`src/port_mux_pkg.sv`:
```
// port_mux_pkg: register map, field positions and reset values of the pin-function block
// assumes a 32-bit avalon-mm slave with word-aligned registers
package port_mux_pkg;

   // ----------------------------------------
   // register byte offsets
   // ----------------------------------------
   localparam logic [4:0] OFS_P1_FUNC = 5'h00;
   localparam logic [4:0] OFS_P1_DIR = 5'h04;
   localparam logic [4:0] OFS_P2_DIR = 5'h08;
   localparam logic [4:0] OFS_P2_DATA = 5'h0C;
   localparam logic [4:0] OFS_P5_FUNC = 5'h10;
   localparam logic [4:0] OFS_P5_DIR = 5'h14;
   localparam logic [4:0] OFS_P5_DATA = 5'h18;

   // ----------------------------------------
   // field positions
   // ----------------------------------------
   localparam int BIT_P1_INT3_SEL = 7;
   localparam int BIT_P1_INT0_SEL = 4;
   localparam int BIT_P1_TX = 1;
   localparam int BIT_P1_PIN17 = 7;
   localparam int BIT_P1_PIN14 = 4;
   localparam int BIT_P5_WAKE = 5;

   // ----------------------------------------
   // implemented bit masks and reserved fill
   // ----------------------------------------
   localparam logic [7:0] MASK_P1_FUNC = 8'h92;
   localparam logic [7:0] MASK_P1_DIR = 8'h90;
   localparam logic [7:0] MASK_P2 = 8'h07;
   localparam logic [7:0] MASK_P5_FUNC = 8'h20;
   localparam logic [7:0] MASK_P5 = 8'hE0;
   localparam logic [7:0] RESET_REG = 8'h00;
   localparam logic [7:0] FILL_P2_DATA = 8'hF8;
   localparam logic [7:0] FILL_P5_DATA = 8'h1F;
   localparam logic [31:0] READ_UNMAPPED = 32'h0000_0000;

   // ----------------------------------------
   // bus answer sequencer
   // ----------------------------------------
   typedef enum logic [1:0] {
      BUS_IDLE = 2'b01,
      BUS_DONE = 2'b10
   } bus_state_t;

endpackage : port_mux_pkg

```
`src/gpio_pin_cell.sv`:
```
// gpio_pin_cell: one pin's general-i/o versus peripheral selection
// assumes the pad combines out and enable; level taken as synchronous
`timescale 1ns/10ps
`default_nettype none
module gpio_pin_cell (
   input wire logic takeover,
   input wire logic periphDrive,
   input wire logic periphOe,
   input wire logic dirBit,
   input wire logic dataBit,
   output logic padOut,
   output logic padOe
);
   // ----------------------------------------
   // selection
   // ----------------------------------------
   assign padOut = takeover ? periphDrive : dataBit;
   assign padOe = takeover ? periphOe : dirBit;
endmodule : gpio_pin_cell
`default_nettype wire

```
`src/open_drain_cell.sv`:
```
// open_drain_cell: i2c-shared pin, open-drain when the bus interface owns it
// assumes an external pull-up on the wire
`timescale 1ns/10ps
`default_nettype none
module open_drain_cell (
   input wire logic i2cOwn,
   input wire logic i2cPullLow,
   input wire logic dirBit,
   input wire logic dataBit,
   output logic padOut,
   output logic padOe
);
   // ----------------------------------------
   // selection
   // ----------------------------------------
   assign padOut = i2cOwn ? 1'b0 : dataBit;
   assign padOe = i2cOwn ? i2cPullLow : dirBit;
endmodule : open_drain_cell
`default_nettype wire

```
`src/port_pin_function_mux.sv`:
```
// port_pin_function_mux: general i/o for port 2 and port 5, function select for pins 17 and 14
// assumes avalon-mm master on clk; pin inputs synchronous to clk
//
// Design decisions made here: the register addresses and the Avalon-MM register port.
`timescale 1ns/10ps
`default_nettype none

// Overview of operation
// (RULE1) pin17: select bit picks interrupt/trigger over gpio
// (RULE2) pin14: select bit picks interrupt input over gpio
// (RULE3) port1 mode and serial settings beat gpio
// (RULE4) port2 direction: 1 output, 0 input
// (RULE5) port2 read: latch if output, pin otherwise
// (RULE6) pin22 becomes transmit when select set
// (RULE7) pin21 becomes receive when receiver enabled
// (RULE8) pin20 serial clock per clock-enable and mode bits
// (RULE9) i2c setting beats gpio on port5 pins 57 and 56
// (RULE10) port5 bit5 selects wakeup/converter trigger input
// (RULE11) port5 direction bits 7..5: 1 output
// (RULE12) port5 read: latch or pin; reserved read one
// (RULE13) pin57 open-drain i2c clock when enabled
// (RULE14) pin56 open-drain i2c data when enabled
// (RULE15) reserved writes ignored; direction reads harmless
module port_pin_function_mux (
   input wire logic clk,
   input wire logic rst_n,
   // avalon-mm slave
   input wire logic [4:0] avsAddress,
   input wire logic avsRead,
   input wire logic avsWrite,
   input wire logic [31:0] avsWritedata,
   input wire logic [3:0] avsByteenable,
   output logic [31:0] avsReaddata,
   output logic avsWaitrequest,
   // peripheral settings
   input wire logic serialTxData,
   input wire logic rx_enable_bit,
   input wire logic clock_source_hi_bit,
   input wire logic clock_source_lo_bit,
   input wire logic serialSyncMode,
   input wire logic serialClockOut,
   input wire logic i2c_enable_bit,
   input wire logic i2cSclPullLow,
   input wire logic i2cSdaPullLow,
   // pins 17 and 14
   input wire logic pin17In,
   output logic pin17Out,
   output logic pin17Oe,
   input wire logic pin14In,
   output logic pin14Out,
   output logic pin14Oe,
   // port 2 pins 22..20
   input wire logic [2:0] port2In,
   output logic [2:0] port2Out,
   output logic [2:0] port2Oe,
   // port 5 pins 57..55
   input wire logic [2:0] port5In,
   output logic [2:0] port5Out,
   output logic [2:0] port5Oe,
   // peripheral inputs taken from the pins
   output logic ext_interrupt_three,
   output logic timer_trigger_input,
   output logic ext_interrupt_zero,
   output logic serialRxData,
   output logic serialClockIn,
   output logic wakeup_input_five,
   output logic converter_trigger_input,
   output logic i2cSclIn,
   output logic i2cSdaIn
);
   import port_mux_pkg::*;

   // ----------------------------------------
   // functions
   // ----------------------------------------
   // read-back: latch where output, live pin where input
   function automatic logic [7:0] mix_read(input logic [7:0] dir, input logic [7:0] lat,
                                           input logic [7:0] pin, input logic [7:0] mask,
                                           input logic [7:0] fill);
      mix_read = (((dir & lat) | (~dir & pin)) & mask) | fill;
   endfunction : mix_read

   // byte-lane merge keeping only implemented bits
   function automatic logic [7:0] merge(input logic [7:0] old, input logic [7:0] wr,
                                        input logic [7:0] mask);
      merge = (old & ~mask) | (wr & mask);
   endfunction : merge

   // ----------------------------------------
   // registers
   // ----------------------------------------
   logic [7:0] port1_function_reg_q;
   logic [7:0] port1_direction_reg_q;
   logic [7:0] port2_direction_reg_q;
   logic [7:0] port2_data_reg_q;
   logic [7:0] port5_function_reg_q;
   logic [7:0] port5_direction_reg_q;
   logic [7:0] port5_data_reg_q;
   logic [31:0] readData_q;
   bus_state_t busState_q;
   bus_state_t busState_d;

   // ----------------------------------------
   // bus decode
   // ----------------------------------------
   wire logic busReq = avsRead | avsWrite;
   wire logic accept = busReq && (busState_q == BUS_IDLE);
   wire logic complete = busReq && (busState_q == BUS_DONE);
   wire logic wrStb = complete && avsWrite && avsByteenable[0];
   wire logic [7:0] wrByte = avsWritedata[7:0];
   wire logic hitP1Func = (avsAddress == OFS_P1_FUNC);
   wire logic hitP1Dir = (avsAddress == OFS_P1_DIR);
   wire logic hitP2Dir = (avsAddress == OFS_P2_DIR);
   wire logic hitP2Data = (avsAddress == OFS_P2_DATA);
   wire logic hitP5Func = (avsAddress == OFS_P5_FUNC);
   wire logic hitP5Dir = (avsAddress == OFS_P5_DIR);
   wire logic hitP5Data = (avsAddress == OFS_P5_DATA);

   // ----------------------------------------
   // pin function decisions
   // ----------------------------------------
   // (RULE3) peripheral selects decided first
   wire logic sel17 = port1_function_reg_q[BIT_P1_INT3_SEL];
   wire logic sel14 = port1_function_reg_q[BIT_P1_INT0_SEL];
   wire logic sel22 = port1_function_reg_q[BIT_P1_TX];
   wire logic sel21 = rx_enable_bit;
   // (RULE8) clock pin owner and direction
   wire logic clkIn20 = clock_source_hi_bit;
   wire logic clkOut20 = !clock_source_hi_bit && (serialSyncMode || clock_source_lo_bit);
   wire logic sel20 = clkIn20 || clkOut20;
   // (RULE9) i2c owns pins 57 and 56
   wire logic selI2c = i2c_enable_bit;
   wire logic sel55 = port5_function_reg_q[BIT_P5_WAKE];

   wire logic [7:0] port2PinByte = {5'h00, port2In};
   wire logic [7:0] port5PinByte = {port5In, 5'h00};
   wire logic [7:0] port2Read = mix_read(port2_direction_reg_q, port2_data_reg_q, port2PinByte,
                                         MASK_P2, FILL_P2_DATA);
   wire logic [7:0] port5Read = mix_read(port5_direction_reg_q, port5_data_reg_q, port5PinByte,
                                         MASK_P5, FILL_P5_DATA);

   // (RULE15) direction registers read as zero, no side effect
   wire logic [7:0] readByte =
      hitP1Func ? (port1_function_reg_q & MASK_P1_FUNC) :
      hitP2Data ? port2Read :
      hitP5Func ? (port5_function_reg_q & MASK_P5_FUNC) :
      hitP5Data ? port5Read : 8'h00;
   wire logic mapped = hitP1Func | hitP1Dir | hitP2Dir | hitP2Data | hitP5Func | hitP5Dir | hitP5Data;
   wire logic [31:0] readWord = mapped ? {24'h00_0000, readByte} : READ_UNMAPPED;

   // ----------------------------------------
   // bus answer: one wait cycle, answer on second edge
   // ----------------------------------------
   always_comb begin
      busState_d = busState_q;
      case (busState_q)
         BUS_IDLE: begin
            if (busReq) begin
               busState_d = BUS_DONE;
            end
         end
         BUS_DONE: begin
            busState_d = BUS_IDLE;
         end
         default: begin
            busState_d = BUS_IDLE;
         end
      endcase
   end

   assign avsWaitrequest = busReq && (busState_q != BUS_DONE);
   assign avsReaddata = readData_q;

   always_ff @(posedge clk) begin
      if (!rst_n) begin
         busState_q <= BUS_IDLE;
      end else begin
         busState_q <= busState_d;
      end
   end

   always_ff @(posedge clk) begin
      if (!rst_n) begin
         readData_q <= 32'h0000_0000;
      end else if (accept && avsRead) begin
         readData_q <= readWord;
      end
   end

   // ----------------------------------------
   // register writes
   // ----------------------------------------
   // (RULE15) reserved bits masked on write
   always_ff @(posedge clk) begin
      if (!rst_n) begin
         port1_function_reg_q <= RESET_REG;
         port1_direction_reg_q <= RESET_REG;
      end else begin
         if (wrStb && hitP1Func) begin
            port1_function_reg_q <= merge(port1_function_reg_q, wrByte, MASK_P1_FUNC);
         end
         if (wrStb && hitP1Dir) begin
            port1_direction_reg_q <= merge(port1_direction_reg_q, wrByte, MASK_P1_DIR);
         end
      end
   end

   // (RULE4) port2 direction and data latches
   always_ff @(posedge clk) begin
      if (!rst_n) begin
         port2_direction_reg_q <= RESET_REG;
         port2_data_reg_q <= RESET_REG;
      end else begin
         if (wrStb && hitP2Dir) begin
            port2_direction_reg_q <= merge(port2_direction_reg_q, wrByte, MASK_P2);
         end
         // (RULE5) data latch holds output values
         if (wrStb && hitP2Data) begin
            port2_data_reg_q <= merge(port2_data_reg_q, wrByte, MASK_P2);
         end
      end
   end

   // (RULE10) function select bit 5 only
   always_ff @(posedge clk) begin
      if (!rst_n) begin
         port5_function_reg_q <= RESET_REG;
         port5_direction_reg_q <= RESET_REG;
         port5_data_reg_q <= RESET_REG;
      end else begin
         if (wrStb && hitP5Func) begin
            port5_function_reg_q <= merge(port5_function_reg_q, wrByte, MASK_P5_FUNC);
         end
         // (RULE11) port5 direction bits 7..5
         if (wrStb && hitP5Dir) begin
            port5_direction_reg_q <= merge(port5_direction_reg_q, wrByte, MASK_P5);
         end
         // (RULE12) port5 data latch
         if (wrStb && hitP5Data) begin
            port5_data_reg_q <= merge(port5_data_reg_q, wrByte, MASK_P5);
         end
      end
   end

   // ----------------------------------------
   // pin cells
   // ----------------------------------------
   // (RULE1) pin17 input-only when selected
   gpio_pin_cell u_pin17 (
      .takeover(sel17),
      .periphDrive(1'b0),
      .periphOe(1'b0),
      .dirBit(port1_direction_reg_q[BIT_P1_PIN17]),
      .dataBit(1'b0),
      .padOut(pin17Out),
      .padOe(pin17Oe)
   );

   // (RULE2) pin14 input-only when selected
   gpio_pin_cell u_pin14 (
      .takeover(sel14),
      .periphDrive(1'b0),
      .periphOe(1'b0),
      .dirBit(port1_direction_reg_q[BIT_P1_PIN14]),
      .dataBit(1'b0),
      .padOut(pin14Out),
      .padOe(pin14Oe)
   );

   // (RULE6) pin22 serial transmit
   gpio_pin_cell u_pin22 (
      .takeover(sel22),
      .periphDrive(serialTxData),
      .periphOe(1'b1),
      .dirBit(port2_direction_reg_q[2]),
      .dataBit(port2_data_reg_q[2]),
      .padOut(port2Out[2]),
      .padOe(port2Oe[2])
   );

   // (RULE7) pin21 serial receive
   gpio_pin_cell u_pin21 (
      .takeover(sel21),
      .periphDrive(1'b0),
      .periphOe(1'b0),
      .dirBit(port2_direction_reg_q[1]),
      .dataBit(port2_data_reg_q[1]),
      .padOut(port2Out[1]),
      .padOe(port2Oe[1])
   );

   // (RULE8) pin20 serial clock in or out
   gpio_pin_cell u_pin20 (
      .takeover(sel20),
      .periphDrive(serialClockOut),
      .periphOe(clkOut20),
      .dirBit(port2_direction_reg_q[0]),
      .dataBit(port2_data_reg_q[0]),
      .padOut(port2Out[0]),
      .padOe(port2Oe[0])
   );

   // (RULE13) pin57 open-drain i2c clock
   open_drain_cell u_pin57 (
      .i2cOwn(selI2c),
      .i2cPullLow(i2cSclPullLow),
      .dirBit(port5_direction_reg_q[7]),
      .dataBit(port5_data_reg_q[7]),
      .padOut(port5Out[2]),
      .padOe(port5Oe[2])
   );

   // (RULE14) pin56 open-drain i2c data
   open_drain_cell u_pin56 (
      .i2cOwn(selI2c),
      .i2cPullLow(i2cSdaPullLow),
      .dirBit(port5_direction_reg_q[6]),
      .dataBit(port5_data_reg_q[6]),
      .padOut(port5Out[1]),
      .padOe(port5Oe[1])
   );

   // (RULE10) pin55 wakeup / converter trigger input
   gpio_pin_cell u_pin55 (
      .takeover(sel55),
      .periphDrive(1'b0),
      .periphOe(1'b0),
      .dirBit(port5_direction_reg_q[5]),
      .dataBit(port5_data_reg_q[5]),
      .padOut(port5Out[0]),
      .padOe(port5Oe[0])
   );

   // ----------------------------------------
   // peripheral inputs, idle high when not owned; serialClockIn idles low
   // ----------------------------------------
   assign ext_interrupt_three = sel17 ? pin17In : 1'b1;
   assign timer_trigger_input = sel17 ? pin17In : 1'b1;
   assign ext_interrupt_zero = sel14 ? pin14In : 1'b1;
   assign serialRxData = sel21 ? port2In[1] : 1'b1;
   assign serialClockIn = clkIn20 ? port2In[0] : 1'b0;
   assign wakeup_input_five = sel55 ? port5In[0] : 1'b1;
   assign converter_trigger_input = sel55 ? port5In[0] : 1'b1;
   assign i2cSclIn = selI2c ? port5In[2] : 1'b1;
   assign i2cSdaIn = selI2c ? port5In[1] : 1'b1;

endmodule : port_pin_function_mux
`default_nettype wire

```
`config.mk`:
```
export PLATFORM = sky130hd
export DESIGN_NAME = port_pin_function_mux
export DESIGN_NICKNAME = d
export VERILOG_FILES = /design/src/port_mux_pkg.sv /design/src/gpio_pin_cell.sv /design/src/open_drain_cell.sv /design/src/port_pin_function_mux.sv
export SDC_FILE = /design/constraint.sdc
export NUM_CORES = 1
export LEC_CHECK = 0
export ABC_CLOCK_PERIOD_IN_PS = 1800
export BUFFER_PORTS_ARGS = -buffer_cell sky130_fd_sc_hd__buf_2
export CAP_MARGIN = 20
export CELL_PAD_IN_SITES_DETAIL_PLACEMENT = 0
export CELL_PAD_IN_SITES_GLOBAL_PLACEMENT = 1
export CORE_ASPECT_RATIO = 1.5
export CORE_MARGIN = 1.5
export CORE_UTILIZATION = 25
export DETAILED_ROUTE_END_ITERATION = 8
export PLACE_DENSITY = 0.72
export SLEW_MARGIN = 25
export SYNTH_ARGS = -nofsm -noshare
export SYNTH_HDL_FRONTEND = slang
export SYNTH_SLANG_ARGS = --single-unit
```
`constraint.sdc`:
```
create_clock -name clk -period 1.8 [get_ports clk]
set_input_delay 0.36 -clock clk [delete_from_list [all_inputs] [get_ports clk]]
set_output_delay 0.36 -clock clk [all_outputs]
set_load 0.03 [all_outputs]
```
==> results of run 1 <==
==> logic make-up after synthesis <==
logic type / share of synthesized area (%)
multiplexers: 16.67
AND/OR/NAND/NOR: 24.31
AO/OA/AOI/OAI: 6.710
other: 0.2162
flip-flops: 32.32
buffers and inverters: 19.77
==> path summary, 6_finish.rpt <==
path | start | to | cells past startpoint | slack (ns)
max | port1_function_reg_q[1]$_SDFFE_PN0P_ | port2Out[2] | 2 | 0.23
min | avsWritedata[2] | port2_direction_reg_q[2]$_SDFFE_PN0P_ | 3 | 0.32
max reg2reg | busState_q[1]$_SDFFE_PN0N_ | port5_data_reg_q[6]$_SDFFE_PN0P_ | 4 | 0.32
min reg2reg | avsReaddata[3]$_SDFFE_PN0P_ | avsReaddata[3]$_SDFFE_PN0P_ | 2 | 0.47
==> cell usage in the layout (no fill, tap or decap), types with 2 or more instances in the layout <==
cell       n
nor2_1    23
and2_1     3
dfxtp_1   28
or4_1      2
nand2_1    6
buf_2     65
nand3_1    5
nand2b_1   8
or2_2      2
mux2i_1   21
a21oi_1    6
buf_4     15
nor2b_1    8
o21ai_0   11
or3_1      2
clkbuf_8   3
nor3_1     4
nand4_1    2
mux2_2     7
inv_1      4
conb_1    26
==> power groups by stage <==
stage	clock network (µW)	logic, µW	registers [µW]
2_1_floorplan	0	211	654
3_3_place_gp	0	266	647
3_5_place_dp	0	267	647
4_1_cts	516	268	633
5_1_grt	541	290	635
6_report	501	266	633
==> area by class of cell <==
class,instances,area (µm²),area share [%]
multi-input cells,151,924.6,43.88
flip-flops and latches,28,560.5,26.60
repair buffers,80,437.9,20.78
well taps,78,97.59,4.632
clock buffers,3,41.29,1.960
clock inverters,1,30.03,1.425
inverters,4,15.01,0.7126
==> flip-flops by register name, indices dropped and copies added (netlist names) <==
name and flops:
port2_direction_reg_q 3, port2_data_reg_q 3, port5_direction_reg_q 3, busState_q 2, avsReaddata 8, port5_data_reg_q 3
port5_function_reg_q 1, port1_function_reg_q 3, port1_direction_reg_q 2
==> routing by layer <==
metal  global-route usage, %  vias to the layer above  share of wire (%)
met3                   2.797                        4                6.9
met5                       0                        -                  0
met4                   2.830                        0               0.93
met2                   21.09                       64                 51
met1                   11.94                      700                 41
li1                        -                      758                  -
==> tightest hold or removal path: stages <==
cell and delay (ns):
buf_2 0.09, mux2i_1 0.06, nor2_1 0.07
==> stage by stage <==
| step | setup slack (ns) | cells |
|---|---|---|
| after floorplan | 0.1252 | 230 |
| after global placement | -0.02441 | 341 |
| after detailed placement | -0.03559 | 341 |
| after CTS | 0.2128 | 345 |
| after global routing | 0.1655 | 345 |
| final | 0.2332 | 345 |
==> Yosys cell counts (all sizes together), types with 2 or more instances <==
cell type / count / area [µm²]
o21ai: 11 / 55.05
clkbuf: 6 / 22.52
a21oi: 6 / 30.03
dfxtp: 28 / 560.5
and2: 3 / 18.77
or2: 2 / 12.51
nand4: 2 / 12.51
nor4: 2 / 18.77
mux2: 7 / 78.83
or3: 2 / 12.51
mux2i: 21 / 210.2
nand2b: 8 / 50.05
or4: 2 / 15.01
nand2: 6 / 22.52
nor2b: 8 / 50.05
inv: 4 / 15.01
nor2: 23 / 86.33
nor3: 5 / 30.03
buf: 41 / 305.3
nand3: 5 / 25.02
==> impl_metrics.ini, run 1 <==
[status]
outcome = finished, final reports clean

[timing]
fin_skew_ns = 0.006296
fin_crit_ns = 1.567
setup_violations = 0
holdWs_ns = 0.3245
clock.fmax_ghz = 0.6382
tns_ns = 0
rsz0062_at_grt = false
period_share_pct = 87.04
slew_viol_final = 0
finalHoldViolations = 0

[floorplanning]
dieArea_um2 = 7456
rows = 37
core_um2 = 6805
pin_count = 120
chipWidth_um = 71.01
start_util_pct = 25.48
die_h_um = 105.0

[clocking]
worstSkewPairLatency_ns = 0.28
path_clk_slew_ns = 0.10
clockBufferDepth = 2
htreeDepth = 1
cts_root_buffer = clkbuf_8
cts_hold_buf = 0
cts_inserted_buffers = 3
cts-resized-gates = 0
postCtsSetupBuffers = 0
clock-sinks = 28
cts_tree = done

[cells_and_area]
nets = 330
antenna_cells = 0
fin_area_um2 = 2107
area_growth_pct = 21.50
drive_gt1_share_pct = 35.58
post-route-util_pct = 30.96
fillCellCount = 747

[power_and_ir_drop]
internal_power_uw = 1005
totalPowerFinal_uw = 1400
switching_share_pct = 28.22
leakage_uw = 0.0009990
power.net_switching_uw = 395.2
ir_drop_v = 0.0002752
power.density_nw_per_um2 = 664.7
pwr-share-seq_pct = 45.2
p_comb_share_pct = 19.0
pwr-share-clk_pct = 35.8

[global_routing]
track_usage_pct = 11.13
grt_pass1_wl_mm = 6.720
antenna_found_initial = 0
grt_max_degree = 21
grt_pass1_vias = 1469
grt_overflow = 0

[critical_path]
cp-end-kind = primary output
path_max_fanout = 4
critical_path_buf_inv_count = 1
cp_slowest_cell = dfxtp_1
slowest_delay_ns = 0.41
path_cells = mux2_2 > buf_2
start_kind = flip-flop
required_ns = 1.44
crit_arrival_ns = 1.21
crit_family = flip-flops
crit_type = reg2out

[yosys]
synth_cell_types = 36
ys_seq_elements = 28
postSynthCellCount = 205
yosysWarnings = 0
synth_edf_count = 0
syn_area_per_cell_um2 = 8.459
async_flop_share_pct = 0
synth-main-ff-cell = dfxtp_1
syn_area_um2 = 1734
yosysSeqAreaShare_pct = 32.32

[drt]
drcViolationCount = 0
first_pass_iters = 4
drtIter0Drc = 26
avgRoutedWirePerCell_um = 11.84
antenna_left = 0
vias = 1526
postRouteWirelength_mm = 4.085
vias_per_cell = 4.423

[placement]
dpl_cell_area_um2 = 2036
place_congestion = 0.7334
port_buffers = 65
dp_hpwl_mm = 3.297

[flow_run]
drv_cap = 0

[worst_hold_path]
hp-class = in2reg
Note: power is estimated with default switching activity, not from simulation.
==> inputs of run 2 (changes only) <==
- ABC_CLOCK_PERIOD_IN_PS: 1800 -> 1600
- CORE_UTILIZATION: 25 -> 28
- PLACE_DENSITY: 0.72 -> 0.77
- clock period: 1.8 -> 1.6 ns (I/O delays scaled with it)
==> impl_metrics.ini, run 2 (synthesis results as in run 1) <==
[cells_and_area]
mostFrequentLayoutCell = buf_2
multi_input_area_um2 = 927.1
area_growth_pct = 20.35
post-route-util_pct = 35.55
nets = 332
largest_reg_flops = 8
drive_gt1_share_pct = 36.19
fin_area_um2 = 2087
seq_area_um2 = 560.5
fillCellCount = 647
antenna_cells = 0
mostFrequentLayoutCells = buf_2, dfxtp_1, conb_1, nor2_1, mux2i_1

[global_routing]
grt_pass1_vias = 1380
grt_use_met2_pct = 23.31
use_met3_pct = 2.489
busiest_layer = met2
antenna_found_initial = 0
grtUsageMet1_pct = 13.58
grt_max_degree = 21
grt_overflow = 0
track_usage_pct = 12.39
grt_pass1_wl_mm = 6.375

[drt]
first_pass_iters = 4
antenna_left = 0
vias = 1515
vias_per_cell = 4.456
postRouteWirelength_mm = 4.025
avgRoutedWirePerCell_um = 11.84
drtIter0Drc = 26
drcViolationCount = 0

[timing]
period_share_pct = 94.29
slew_viol_final = 0
finalHoldViolations = 0
clock.fmax_ghz = 0.6629
fin_crit_ns = 1.509
setup_violations = 0
holdWs_ns = 0.2931
fin_skew_ns = 0.002936
finalWorstSetupSlack_ns = 0.09142
rsz0062_at_grt = false

[placement]
place_congestion = 0.8379
dp_hpwl_mm = 3.345
dpl_cell_area_um2 = 2046
place_ws_ns = -0.2022
port_buffers = 65

[clocking]
cts_hold_buf = 0
cts_tree = done
path_clk_slew_ns = 0.09
cts-resized-gates = 0
cts_root_buffer = clkbuf_8
clockBufferDepth = 2
worstSkewPairLatency_ns = 0.27
postCtsSetupBuffers = 0
cts_inserted_buffers = 3
htreeDepth = 1
clock-sinks = 28

[critical_path]
cp-end-kind = primary output
required_ns = 1.28
critical_path_buf_inv_count = 1
path_max_fanout = 4
slowest_delay_ns = 0.40
cp_slowest_cell = dfxtp_1
start_kind = flip-flop
crit_arrival_ns = 1.19
crit_type = reg2out
path_cells = mux2_2 > buf_2
crit_family = flip-flops

[floorplanning]
chipWidth_um = 67.26
start_util_pct = 29.54
die_h_um = 99.39
pin_count = 120
core_um2 = 5871
dieArea_um2 = 6684
rows = 34

[power_and_ir_drop]
ir_drop_v = 0.0002487
leakage_uw = 0.0009938
power.density_nw_per_um2 = 667.8
totalPowerFinal_uw = 1394

[status]
outcome = finished, final reports clean

[worst_hold_path]
hp-class = in2reg

[flow_run]
drv_cap = 0
## run 2: through the flow
stage          setup TNS, ns  cells
3_3_place_gp          -2.190    337
2_1_floorplan       -0.03790    230
5_1_grt                    0    340
3_5_place_dp          -2.203    337
4_1_cts                    0    340
6_report                   0    340
## run 2: layout make-up
type | instances | share of cell area (%)
clock buffers | 3 | 1.978
inverters | 4 | 0.7194
multi-input cells | 151 | 44.42
flip-flops and latches | 28 | 26.86
well taps | 72 | 4.317
repair buffers | 82 | 21.70
## run 2: worst reg2reg max path, cell delays in order (launching register included)
cell and delay (ns):
dfxtp_1 0.40, nand4b_1 0.15, or4_1 0.54, mux2i_1 0.20
nor2_1 0.05
## run 2: routing by layer
| metal | part of all wire, % | wire length (µm) |
|---|---|---|
| met3 | 7.1 | 284 |
| met5 | 0 | 0 |
| met2 | 54 | 2163 |
| met4 | 0.87 | 35 |
| met1 | 38 | 1542 |
## run 2: worst paths after layout
check	from	endpoint	slack, ns	cells after the start
worst min register to register	avsReaddata[3]$_SDFFE_PN0P_	avsReaddata[3]$_SDFFE_PN0P_	0.45	2
worst max-delay path	port1_function_reg_q[1]$_SDFFE_PN0P_	port2Out[2]	0.09	2
worst max register to register	busState_q[1]$_SDFFE_PN0N_	port5_data_reg_q[6]$_SDFFE_PN0P_	0.16	4
worst min-delay path	avsWritedata[0]	port2_direction_reg_q[0]$_SDFFE_PN0P_	0.29	3
## run 2: power breakdown
part / leakage (µW) / switching [µW] / internal (µW) / total, µW
Clock: 0.0000216 / 208 / 169 / 377
Combinational: 0.000746 / 209 / 96.0 / 305
Sequential: 0.000226 / 6.61 / 705 / 712
Total: 0.000994 / 423 / 970 / 1390
==> inputs of run 3 (changes only) <==
- PLACE_DENSITY: 0.77 -> 0.76
- SYNTH_HIERARCHICAL: unset -> 1
==> impl_metrics.ini, run 3 <==
[power_and_ir_drop]
power.density_nw_per_um2 = 683.5
ir_drop_v = 0.0003098
leakage_uw = 0.0009906
totalPowerFinal_uw = 1456

[yosys]
yosysSeqAreaShare_pct = 32.44
async_flop_share_pct = 0
synthSimpleGateAreaFrac_pct = 27.52
synth_top_family_by_area = simple AND/OR/NAND/NOR gates
synth_edf_count = 0
synthMostInstantiatedCell = dfxtp_1
ys_top_cells_by_count = dfxtp_1, buf_4, nand2_1, nand3_1, o21ai_0
postSynthCellCount = 197
ys_seq_elements = 28
synth_cell_types = 39
synth_compound_area_share_pct = 10.28
yosys.area.top_type = dfxtp_1
syn_area_per_cell_um2 = 8.771
yosysTopAreaCellShare_pct = 32.44
synth_fa_ha_area_share_pct = 0
synthTopCellsByArea = dfxtp_1, buf_4, mux2_2
synthMuxAreaShare_pct = 14.77
syn_area_um2 = 1728
synthXorXnorAreaFrac_pct = 0
yosysWarnings = 6
synth-main-ff-cell = dfxtp_1

[critical_path]
crit_arrival_ns = 1.25
required_ns = 1.28
crit_type = in2out
path_max_fanout = 2
start_kind = input port
cp-end-kind = primary output

[placement]
place_congestion = 0.7825
place_ws_ns = 0.006998
port_buffers = 65
dpl_cell_area_um2 = 2064
dp_hpwl_mm = 3.123

[floorplanning]
start_util_pct = 29.43
pin_count = 120
rows = 34
core_um2 = 5871
chipWidth_um = 67.14
dieArea_um2 = 6661
die_h_um = 99.21

[timing]
clock.fmax_ghz = 0.6373
finalWorstSetupSlack_ns = 0.03092
holdWs_ns = 0.2991
period_share_pct = 98.07
fin_crit_ns = 1.569
setup_violations = 0
finalHoldViolations = 0
slew_viol_final = 0
tns_ns = 0
rsz0062_at_grt = false
fin_skew_ns = 0.004227

[clocking]
clockBufferDepth = 2
cts_tree = done
cts_hold_buf = 0
htreeDepth = 1
cts_inserted_buffers = 3
worstSkewPairLatency_ns = 0.27
cts_root_buffer = clkbuf_8
clock-sinks = 28
path_clk_slew_ns = 0.09

[cells_and_area]
fin_area_um2 = 2130
mostFrequentLayoutCell = buf_2
largest_reg_flops = 8
nets = 334
mostFrequentLayoutCells = buf_2, conb_1, dfxtp_1, nand2_1, nand3_1
drive_gt1_share_pct = 38.38
area_growth_pct = 23.24
antenna_cells = 0

[drt]
vias_per_cell = 4.423
vias = 1517
avgRoutedWirePerCell_um = 10.87
drtIter0Drc = 35
postRouteWirelength_mm = 3.729
antenna_left = 0
first_pass_iters = 4
drcViolationCount = 0

[global_routing]
grtUsageMet1_pct = 12.30
use_met3_pct = 2.715
antenna_found_initial = 0
grt_pass1_wl_mm = 6.085
grt_overflow = 0
grt_pass1_vias = 1396
grt_use_met2_pct = 21.33
track_usage_pct = 11.63
busiest_layer = met2
grt_max_degree = 20

[status]
outcome = finished, final reports clean

[worst_hold_path]
hp-class = in2reg

[flow_run]
drv_cap = 0
[run 3: final timing paths]
kind,from,endpoint,slack [ns],cells after the start
hold reg to reg,avsReaddata[2]$_SDFFE_PN0P_,avsReaddata[2]$_SDFFE_PN0P_,0.45,2
setup / recovery,clock_source_hi_bit,port2Out[0],0.03,4
hold / removal,avsWrite,busState_q[1]$_SDFFE_PN0N_,0.30,3
setup reg to reg,busState_q[0]$_SDFFE_PN1N_,port2_direction_reg_q[1]$_SDFFE_PN0P_,0.15,3
[run 3: cell families after synthesis]
family | after synthesis
compound gates | 28
buf+inv | 36
flops | 28
mux | 23
other cells | 2
simple gates | 80
[run 3: power by group]
part | total, µW | internal (µW) | switching [µW]
Clock | 436 | 220 | 215
Sequential | 710 | 704 | 6.29
Combinational | 310 | 93.8 | 216
[run 3: layout make-up]
class | instances | area, µm²
timing repair buffer | 70 | 365.4
clock buffer | 4 | 55.05
inverter | 3 | 11.26
multi-input combinational | 166 | 1045
fill | 636 | 3741
tap | 72 | 90.09
sequential | 28 | 563.0
[run 3: critical path, cell delays in order]
cell	delay, ns
buf_2	0.10
or3_4	0.38
mux2_2	0.27
buf_2	0.17
[run 3: repair_timing]
item / in CTS / in global routing
gates resized for setup: 0 / 5
setup endpoints to repair: 0 / 4
hold endpoints to repair: 0 / 0
buffers inserted: 0 / 0
[run 3: metal layers]
| layer | up-vias | routed length (µm) |
|---|---|---|
| met1 | 692 | 1411 |
| met5 | - | 0 |
| met4 | 0 | 59 |
| met3 | 5 | 300 |
| met2 | 53 | 1957 |
| li1 | 767 | - |
[run 3: per-stage QoR]
stage | std cells | utilization [%]
after global placement | 339 | 35.17
after CTS | 343 | 36.10
after global routing | 343 | 36.27
after detailed placement | 339 | 35.17
after floorplan | 230 | -
final | 343 | 36.27
